### src/fbp_pkg.sv
package fbp_pkg;

  // clock and timing
  localparam int unsigned CLK_HZ = 20_000_000;
  localparam int unsigned US_HZ = 1_000_000;
  localparam logic [7:0] USEC_RST = 8'(CLK_HZ / US_HZ);
  localparam int unsigned COMMIT_TIME_US = 20;
  localparam int unsigned BLOCK_SHIFT = 11;

  // protection codes, 2'h3 is not a legal setting
  typedef enum logic [1:0] {
    prot_unrestricted = 2'h0,
    prot_no_write = 2'h1,
    prot_fetch_only = 2'h2
  } fbp_prot_t;
  localparam logic [1:0] PROT_NONE = 2'h3;

  // access kinds seen at the flash port
  typedef enum logic [1:0] {
    acc_data_read = 2'h0,
    acc_fetch = 2'h1,
    acc_erase = 2'h2,
    acc_program = 2'h3
  } fbp_acc_t;

  // commit sequencer states
  typedef enum logic [2:0] {
    cst_idle = 3'h1,
    cst_prog = 3'h2,
    cst_done = 3'h4
  } fbp_cst_t;

  // register byte offsets
  localparam logic [7:0] OFS_CTRL = 8'h00;
  localparam logic [7:0] OFS_PROT_ADDR = 8'h04;
  localparam logic [7:0] OFS_PROT_VAL = 8'h08;
  localparam logic [7:0] OFS_STATUS = 8'h0C;
  localparam logic [7:0] OFS_USEC = 8'h10;
  localparam logic [7:0] OFS_USER0 = 8'h14;
  localparam logic [7:0] OFS_USER1 = 8'h18;
  localparam logic [7:0] OFS_INT_STAT = 8'h1C;
  localparam logic [7:0] OFS_INT_MASK = 8'h20;

  // field positions
  localparam int unsigned CTRL_COMMIT_PROT = 0;
  localparam int unsigned CTRL_COMMIT_USER = 1;
  localparam int unsigned ST_BUSY = 0;
  localparam int unsigned ST_DONE = 1;
  localparam int unsigned ST_ERR = 2;
  localparam int unsigned ST_SET_FAIL = 3;
  localparam int unsigned ST_KIND = 4;
  localparam int unsigned INT_ACCESS = 0;
  localparam int unsigned INT_PROG = 1;
  localparam int unsigned INT_COMMIT = 2;
  localparam int unsigned INT_W = 3;

  // reset values
  localparam logic [31:0] RST_WORD = 32'h0000_0000;
  localparam logic [INT_W-1:0] RST_INT = 3'h0;

endpackage

### src/fbp_commit_if.sv
// commit request and microsecond timing between register core and sequencer
interface fbp_commit_if;
  logic start;
  logic kind;
  logic [7:0] clocks_per_microsecond;
  logic busy;
  logic done;
  logic err;
  logic usec_tick;

  modport ctl (output start, output kind, output clocks_per_microsecond,
               input busy, input done, input err, input usec_tick);
  modport seq (input start, input kind, input clocks_per_microsecond,
               output busy, output done, output err, output usec_tick);
endinterface

### src/fbp_commit_seq.sv
module fbp_commit_seq
  import fbp_pkg::*;
#(
  parameter int unsigned COMMIT_US = COMMIT_TIME_US
) (
  input wire logic pclk,
  input wire logic presetn,
  fbp_commit_if.seq cif,
  input wire logic nv_error,
  output logic nv_wr_en,
  output logic nv_wr_kind
);
  fbp_cst_t state_ff;
  logic [7:0] div_ff;
  logic [15:0] us_ff;
  logic err_ff;
  logic kind_ff;
  logic last_div;
  logic last_us;

  // a zero divisor behaves as one so the tick never stops
  assign last_div = (div_ff >= cif.clocks_per_microsecond - 8'h01) || (cif.clocks_per_microsecond == 8'h00);
  assign last_us = (us_ff == 16'(COMMIT_US - 1));

  // microsecond tick from the software-loaded count
  always_ff @(posedge pclk or negedge presetn) begin
    if (!presetn) begin
      div_ff <= 8'h00;
    end else if (last_div) begin
      div_ff <= 8'h00;
    end else begin
      div_ff <= div_ff + 8'h01;
    end
  end
  assign cif.usec_tick = last_div;

  // commit runs for a fixed number of microseconds
  always_ff @(posedge pclk or negedge presetn) begin
    if (!presetn) begin
      state_ff <= cst_idle;
      us_ff <= 16'h0000;
      kind_ff <= 1'b0;
    end else begin
      unique case (state_ff)
        cst_idle: begin
          if (cif.start) begin
            state_ff <= cst_prog;
            us_ff <= 16'h0000;
            kind_ff <= cif.kind;
          end
        end
        cst_prog: begin
          if (last_div) begin
            us_ff <= us_ff + 16'h0001;
            if (last_us) begin
              state_ff <= cst_done;
            end
          end
        end
        cst_done: begin
          state_ff <= cst_idle;
        end
      endcase
    end
  end

  // any store error during the burn fails the commit
  always_ff @(posedge pclk or negedge presetn) begin
    if (!presetn) begin
      err_ff <= 1'b0;
    end else if (state_ff == cst_idle && cif.start) begin
      err_ff <= 1'b0;
    end else if (state_ff == cst_prog && nv_error) begin
      err_ff <= 1'b1;
    end
  end

  assign cif.busy = (state_ff != cst_idle);
  assign cif.done = (state_ff == cst_done);
  assign cif.err = err_ff;
  assign nv_wr_en = (state_ff == cst_prog);
  assign nv_wr_kind = kind_ff;
endmodule

### src/fbp_core.sv
// The address map and register access over APB were decided locally.
module fbp_core
  import fbp_pkg::*;
#(
  parameter int unsigned NUM_BLOCKS = 32,
  parameter int unsigned COMMIT_US = COMMIT_TIME_US
) (
  input wire logic pclk,
  input wire logic presetn,
  input wire logic psel,
  input wire logic penable,
  input wire logic pwrite,
  input wire logic [31:0] paddr,
  input wire logic [31:0] pwdata,
  output logic [31:0] prdata,
  output logic pready,
  output logic pslverr,
  input wire logic acc_valid,
  input wire logic [31:0] acc_addr,
  input wire fbp_pkg::fbp_acc_t acc_type,
  output logic acc_allow,
  input wire logic prog_done,
  output logic usec_tick,
  input wire logic [2*NUM_BLOCKS-1:0] nv_prot_image,
  input wire logic [31:0] nv_user0,
  input wire logic [31:0] nv_user1,
  input wire logic nv_error,
  output logic nv_wr_en,
  output logic nv_wr_kind,
  output logic [2*NUM_BLOCKS-1:0] nv_wr_prot,
  output logic [31:0] nv_wr_user0,
  output logic [31:0] nv_wr_user1,
  output logic irq
);
  import fbp_pkg::*;

  localparam int unsigned IDX_W = (NUM_BLOCKS > 1) ? $clog2(NUM_BLOCKS) : 1;
  localparam logic [20:0] NUM_BLOCKS_W = 21'(NUM_BLOCKS);

  fbp_commit_if cif ();

  logic [1:0] prot_ff [NUM_BLOCKS];
  logic load_ff;
  logic [31:0] prot_addr_ff;
  logic [7:0] usec_ff;
  logic [31:0] user0_ff;
  logic [31:0] user1_ff;
  logic done_ff;
  logic err_ff;
  logic set_fail_ff;
  logic kind_ff;
  logic [INT_W-1:0] int_stat_ff;
  logic [INT_W-1:0] int_mask_ff;
  logic [31:0] prdata_ff;

  logic setup;
  logic wr_acc;
  logic rd_acc;
  logic hit;
  logic [31:0] rd_mux;
  logic addr_ok;
  logic [IDX_W-1:0] set_idx;
  logic [1:0] cur_prot;
  logic [1:0] new_prot;
  logic val_ok;
  logic set_req;
  logic set_ok;
  logic set_apply;
  logic [IDX_W-1:0] acc_idx;
  logic acc_in_range;
  logic [1:0] acc_prot;
  logic violation;
  logic start_prot;
  logic start_user;

  // apb phases; answers in the access cycle, no wait states
  assign setup = psel && !penable;
  assign wr_acc = psel && penable && pwrite;
  assign rd_acc = psel && penable && !pwrite;
  assign pready = psel && penable;
  assign prdata = prdata_ff;

  // address decode; unmapped offsets answer with an error
  always_comb begin
    hit = (paddr[31:8] == 24'h00_0000) && (paddr[1:0] == 2'h0);
    unique case (paddr[7:0])
      OFS_CTRL, OFS_PROT_ADDR, OFS_PROT_VAL, OFS_STATUS, OFS_USEC,
      OFS_USER0, OFS_USER1, OFS_INT_STAT, OFS_INT_MASK: begin
      end
      default: hit = 1'b0;
    endcase
  end
  assign pslverr = psel && penable && !hit;

  // block selected for query and change
  assign addr_ok = (prot_addr_ff[BLOCK_SHIFT-1:0] == '0) && (prot_addr_ff[31:BLOCK_SHIFT] < NUM_BLOCKS_W);
  assign set_idx = prot_addr_ff[BLOCK_SHIFT +: IDX_W];
  assign cur_prot = addr_ok ? prot_ff[set_idx] : PROT_NONE;

  // protection change check: tighten only, never out of fetch-only
  assign new_prot = pwdata[1:0];
  assign val_ok = (pwdata[31:2] == 30'h0000_0000) && (new_prot != PROT_NONE);
  assign set_req = wr_acc && hit && (paddr[7:0] == OFS_PROT_VAL) && !load_ff;
  assign set_ok = addr_ok && val_ok && !cif.busy && (new_prot >= cur_prot);
  assign set_apply = set_req && set_ok && (new_prot > cur_prot) && (cur_prot != prot_fetch_only);

  // one protection field per block
  generate
    for (genvar i = 0; i < NUM_BLOCKS; i++) begin : g_blk
      always_ff @(posedge pclk or negedge presetn) begin
        if (!presetn) begin
          prot_ff[i] <= prot_unrestricted;
        end else if (load_ff) begin
          prot_ff[i] <= nv_prot_image[2*i +: 2];
        end else if (set_apply && (set_idx == IDX_W'(i))) begin
          prot_ff[i] <= new_prot;
        end
      end
      assign nv_wr_prot[2*i +: 2] = prot_ff[i];
    end
  endgenerate

  // committed image is picked up on the first edge after reset release
  always_ff @(posedge pclk or negedge presetn) begin
    if (!presetn) begin
      load_ff <= 1'b1;
    end else begin
      load_ff <= 1'b0;
    end
  end

  // block address register
  always_ff @(posedge pclk or negedge presetn) begin
    if (!presetn) begin
      prot_addr_ff <= RST_WORD;
    end else if (wr_acc && hit && paddr[7:0] == OFS_PROT_ADDR) begin
      prot_addr_ff <= pwdata;
    end
  end

  // outcome of the last protection change
  always_ff @(posedge pclk or negedge presetn) begin
    if (!presetn) begin
      set_fail_ff <= 1'b0;
    end else if (set_req) begin
      set_fail_ff <= !set_ok;
    end
  end

  // clocks per microsecond; paces the commit timer and the exported usec_tick
  always_ff @(posedge pclk or negedge presetn) begin
    if (!presetn) begin
      usec_ff <= USEC_RST;
    end else if (wr_acc && hit && paddr[7:0] == OFS_USEC) begin
      usec_ff <= pwdata[7:0];
    end
  end
  assign usec_tick = cif.usec_tick;

  // user words; held still while a user commit burns them
  always_ff @(posedge pclk or negedge presetn) begin
    if (!presetn) begin
      user0_ff <= RST_WORD;
      user1_ff <= RST_WORD;
    end else if (load_ff) begin
      user0_ff <= nv_user0;
      user1_ff <= nv_user1;
    end else if (wr_acc && hit && !cif.busy) begin
      if (paddr[7:0] == OFS_USER0) begin
        user0_ff <= pwdata;
      end
      if (paddr[7:0] == OFS_USER1) begin
        user1_ff <= pwdata;
      end
    end
  end
  assign nv_wr_user0 = user0_ff;
  assign nv_wr_user1 = user1_ff;

  // commit requests; ignored while one is running
  assign start_prot = wr_acc && hit && (paddr[7:0] == OFS_CTRL) && !load_ff && !cif.busy
                      && pwdata[CTRL_COMMIT_PROT];
  assign start_user = wr_acc && hit && (paddr[7:0] == OFS_CTRL) && !load_ff && !cif.busy
                      && !pwdata[CTRL_COMMIT_PROT] && pwdata[CTRL_COMMIT_USER];
  assign cif.start = start_prot || start_user;
  assign cif.kind = start_user;
  assign cif.clocks_per_microsecond = usec_ff;

  fbp_commit_seq #(
    .COMMIT_US(COMMIT_US)
  ) u_seq (
    .pclk(pclk),
    .presetn(presetn),
    .cif(cif.seq),
    .nv_error(nv_error),
    .nv_wr_en(nv_wr_en),
    .nv_wr_kind(nv_wr_kind)
  );

  // commit result flags for polling software
  always_ff @(posedge pclk or negedge presetn) begin
    if (!presetn) begin
      done_ff <= 1'b0;
      err_ff <= 1'b0;
      kind_ff <= 1'b0;
    end else if (cif.start) begin
      done_ff <= 1'b0;
      err_ff <= 1'b0;
      kind_ff <= cif.kind;
    end else if (cif.done) begin
      done_ff <= 1'b1;
      err_ff <= cif.err;
    end
  end

  // access check against the block's protection
  assign acc_in_range = (acc_addr[31:BLOCK_SHIFT] < NUM_BLOCKS_W);
  assign acc_idx = acc_addr[BLOCK_SHIFT +: IDX_W];
  assign acc_prot = acc_in_range ? prot_ff[acc_idx] : prot_unrestricted;
  always_comb begin
    acc_allow = 1'b1;
    unique case (acc_prot)
      prot_no_write: acc_allow = (acc_type == acc_data_read) || (acc_type == acc_fetch);
      prot_fetch_only: acc_allow = (acc_type == acc_fetch);
      default: acc_allow = 1'b1;
    endcase
  end
  assign violation = acc_valid && !acc_allow;

  // sticky events; a read clears only what it returned, so a new event wins
  always_ff @(posedge pclk or negedge presetn) begin
    if (!presetn) begin
      int_stat_ff <= RST_INT;
    end else begin
      int_stat_ff[INT_ACCESS] <= violation || (int_stat_ff[INT_ACCESS] && !(rd_clr() && prdata_ff[INT_ACCESS]));
      int_stat_ff[INT_PROG] <= prog_done || (int_stat_ff[INT_PROG] && !(rd_clr() && prdata_ff[INT_PROG]));
      int_stat_ff[INT_COMMIT] <= cif.done || (int_stat_ff[INT_COMMIT] && !(rd_clr() && prdata_ff[INT_COMMIT]));
    end
  end

  function automatic logic rd_clr();
    return rd_acc && hit && (paddr[7:0] == OFS_INT_STAT);
  endfunction

  // interrupt mask
  always_ff @(posedge pclk or negedge presetn) begin
    if (!presetn) begin
      int_mask_ff <= RST_INT;
    end else if (wr_acc && hit && paddr[7:0] == OFS_INT_MASK) begin
      int_mask_ff <= pwdata[INT_W-1:0];
    end
  end
  assign irq = |(int_stat_ff & int_mask_ff);

  // read mux, latched in the setup cycle so read data leaves a flop
  always_comb begin
    rd_mux = RST_WORD;
    unique case (paddr[7:0])
      OFS_PROT_ADDR: rd_mux = prot_addr_ff;
      OFS_PROT_VAL: rd_mux = {30'h0000_0000, cur_prot};
      OFS_STATUS: rd_mux = {27'h000_0000, kind_ff, set_fail_ff, err_ff, done_ff, cif.busy};
      OFS_USEC: rd_mux = {24'h00_0000, usec_ff};
      OFS_USER0: rd_mux = user0_ff;
      OFS_USER1: rd_mux = user1_ff;
      OFS_INT_STAT: rd_mux = {29'h0000_0000, int_stat_ff};
      OFS_INT_MASK: rd_mux = {29'h0000_0000, int_mask_ff};
      default: rd_mux = RST_WORD;
    endcase
  end

  always_ff @(posedge pclk or negedge presetn) begin
    if (!presetn) begin
      prdata_ff <= RST_WORD;
    end else if (setup) begin
      prdata_ff <= (hit && !pwrite) ? rd_mux : RST_WORD;
    end
  end
endmodule

### config.mk
export PLATFORM = sky130hd
export DESIGN_NAME = fbp_core
export DESIGN_NICKNAME = d
export VERILOG_FILES = /design/src/fbp_pkg.sv /design/src/fbp_commit_if.sv /design/src/fbp_commit_seq.sv /design/src/fbp_core.sv
export SDC_FILE = /design/constraint.sdc
export NUM_CORES = 1
export LEC_CHECK = 0
export ABC_AREA = 1
export BUFFER_PORTS_ARGS = -buffer_cell sky130_fd_sc_hd__buf_4
export CAP_MARGIN = 0
export CORE_ASPECT_RATIO = 1.2
export CORE_MARGIN = 1
export CORE_UTILIZATION = 39
export DETAILED_ROUTE_END_ITERATION = 8
export MAX_ROUTING_LAYER = met4
export PLACE_DENSITY = 0.67
export SYNTH_ARGS = -nofsm -noshare
export SYNTH_HDL_FRONTEND = slang
export SYNTH_SLANG_ARGS = --single-unit
### constraint.sdc
create_clock -name pclk -period 4.1 [get_ports pclk]
set_clock_uncertainty 0.05 [all_clocks]
set_input_delay 0.205 -clock pclk [delete_from_list [all_inputs] [get_ports pclk]]
set_output_delay 0.205 -clock pclk [all_outputs]
set_load 0.01 [all_outputs]
==> impl_metrics.yaml <==
clock_network:
  cts_tree: "done"
  root_buffer: "clkbuf_16"
  path_clk_slew_ns: 0.06
  clk-insertion-delay-late_ns: 0.54
  htreeDepth: 1
  clockBufferDepth: 3
  cts_sinks: 240
  cts_made_buffers: 26
  cts_setup_buffers: 0
finish:
  area_delta_synth_final_pct: 41.5
  fill_cells: 3245
  fin_util_pct: 56.2
  multi_input_area_um2: 6890
  layout.nets: 2736
  drive_gt1_share_pct: 20.4
  final_area_um2: 19700
  regArea_um2: 6010
timing:
  rsz0062_at_grt: "false"
  slew_violations: 0
  hold_viol: 0
  setup_tns_ns: 0
  tightest_slew_ns: 0.991
  period_share_pct: 91.6
  slew_headroom_pct: 33.7
  setup_viol: 0
  period_needed_ns: 3.75
  max_freq_mhz: 266
min_path:
  whs_path_depth: 4
  holdPathEnd: "prdata[0]"
  hold_start: "psel"
  hp-class: "in2reg"
routing:
  drtPass1Iterations: 6
  viasPerCell: 5.28
  finalWirelength_um: 53000
  routedWlPerCell_um: 17.8
  first_iter_violations: 1304
  route.detailed.drc: 0
  ant_nets: 0
  vias: 15675
setup_path:
  ff2ff_setup_slack_ns: 0.35
  crit-reg2reg-launch: "prot_addr_ff[11]"
  crit_arrival_ns: 4.19
  r2r_cells: 22
  endpoint_kind: "flip-flop"
  cp-start-kind: "flip-flop"
  rr_endpoint: "nv_wr_prot[1]"
  critical_path_class: "reg2reg"
  crit_fanout: 39
  required_ns: 4.53
yosys:
  synth.yosys.seq_area_share_pct: 43.1
  avgSynthCellArea_um2: 7.04
  syn_area_um2: 13900
  synth-edff-count: 0
  ys_top_cells_by_area: "dfrtp_1, nand2_1, nand3_1"
  syn-instance-count: 1981
  ys_seq_elements: 240
  synth_common_cells: "nand2_1, dfrtp_1, inv_1, nor2_1, nand3_1"
  yosysMostFrequentCell: "nand2_1"
  ys_async_sr_fraction_pct: 100
  syn-num-nets: 2231
  ys.flop_type: "dfrtp_1"
  synth_top_cell_by_area: "dfrtp_1"
  yosys_warnings: 0
  yosys.cell_types.count: 45
  synth_top_area_share_pct: 42.4
power:
  power.share.clock_pct: 37.5
  switchingPower_mw: 1.71
  power_switching_share_pct: 28.2
  power.leakage_nw: 10.1
  combPwrFrac_pct: 18.5
  power.internal_mw: 4.37
  powerDensity_nw_per_um2: 308
  max-vdd-ir-drop_mv: 0.272
  seq_power_share_pct: 44.0
floorplanning:
  die_x_um: 175
  coreArea_um2: 35100
  die_h_um: 209
  start_util_pct: 39.7
  die_area_um2: 36500
  ioPinCount: 401
  num_rows: 75
place:
  gp_congestion: 0.906
  dpl.hpwl_um: 37300
  io_buffer_count: 389
  placed_cell_area_um2: 17200
grt:
  grt_max_degree: 94
  grt_pass1_wl_um: 81800
  gr-usage-all-layers_pct: 29.2
  gr-total-overflow: 0
  antenna_found_initial: 1
  grt_pass1_vias: 15361
job:
  cap_violations: 0
outcome:
  status: "finished clean"
==> placed cells by master (no fill, tap or decap), types with 16 or more instances in the layout <==
master	netlist	layout
a21oi_1	106	106
o21ai_0	108	108
dfrtp_1	236	236
o21ai_1	68	68
dlygate4sd3_1	0	165
nand2_1	716	716
inv_1	148	148
nand4_1	21	21
buf_4	7	411
nor3_1	44	44
clkbuf_16	0	26
a221oi_1	27	27
nor2_1	141	140
ha_1	16	16
nand3_1	130	130
nand3_2	21	21
==> flip-flops by register name, summed over array words and instances (netlist names), 3 cells and up <==
register	cells
cif.clocks_per_microsecond	8
int_mask_ff	3
int_stat_ff	3
nv_wr_prot	64
nv_wr_user0	32
nv_wr_user1	32
prdata	32
prot_addr_ff	32
u_seq.div_ff	8
u_seq.state_ff	3
u_seq.us_ff	16
==> logic make-up after synthesis <==
group | after synthesis | share of synthesized area, %
AND/OR/NAND/NOR | 1103 | 33.3
AO/OA/AOI/OAI | 342 | 13.6
buffers and inverters | 266 | 7.64
flip-flops | 240 | 43.1
adder cells (fa/ha/maj) | 16 | 1.44
XOR/XNOR | 12 | 0.754
other | 1 | 0.0269
multiplexers | 1 | 0.0808
==> worst max-delay path, stage by stage, from the launching register on <==
cell and delay [ns]:
dfrtp_1 0.53, buf_8 0.29, o21ai_0 0.14, nand2_1 0.07, nand2_1 0.08, nand2_1 0.06, nand2_1 0.05, nor2_1 0.13
nor2_1 0.07, nor2_2 0.21, nand2_1 0.15, ha_1 0.31, inv_1 0.04, o21ai_0 0.13, nand2_1 0.07, nor2_1 0.11
nand3_1 0.14, nor3_4 0.27, buf_12 0.26, nand3_1 0.18, nand2_1 0.19, nand2_1 0.08, nand2_1 0.06
==> worst max path at each step <==
stage	start	to	slack (ns)
floorplan	prot_addr_ff[11]	nv_wr_prot[61]	1.16
detailed placement	prot_addr_ff[11]	nv_wr_prot[1]	0.36
CTS	prot_addr_ff[11]	nv_wr_prot[1]	0.33
global route	prot_addr_ff[11]	nv_wr_prot[1]	0.02
global placement	prot_addr_ff[11]	nv_wr_prot[13]	0.40
finish	prot_addr_ff[11]	nv_wr_prot[1]	0.35
==> stage by stage <==
stage / power [mW] / hold WS (ns) / cells / setup WS (ns)
after floorplan: 3.09 / -0.141 / 1981 / 1.16
after global placement: 3.68 / 0.194 / 2755 / 0.401
after detailed placement: 3.70 / 0.205 / 2755 / 0.364
after CTS: 6.12 / 0.0463 / 2966 / 0.331
after global routing: 6.33 / 0.0944 / 2967 / 0.0201
final: 6.08 / 0.0778 / 2967 / 0.345
==> final cells by class <==
type                       instances  share of cell area (%)
multi-input combinational       1475                    34.9
sequential                       240                    30.5
timing repair buffer             580                    24.4
clock buffer                      39                    3.75
inverter                         163                    3.12
tap                              462                    2.93
clock inverter                     7                   0.381
antenna                            1                  0.0127
==> repair_timing <==
action | in CTS | in global routing
endpoints found under the hold margin | 265 | 0
setup endpoints to repair | 0 | 33
resized for setup | 0 | 4
hold buffers | 165 | 0
==> power groups by stage <==
stage	combinational (mW)	sequential (mW)	clock, mW
finish	1.12	2.67	2.28
global route	1.23	2.69	2.41
floorplan	0.376	2.71	0
detailed placement	0.985	2.71	0
CTS	1.12	2.67	2.33
global placement	0.969	2.71	0
==> routing by layer <==
metal | share of wire [%] | global-route usage [%]
met1 | 39 | 33.9
met2 | 50 | 50.4
met3 | 5.9 | 3.68
met4 | 4.7 | 13.3
met5 | 0 | -
No activity file was read; power rests on OpenSTA's default activity.
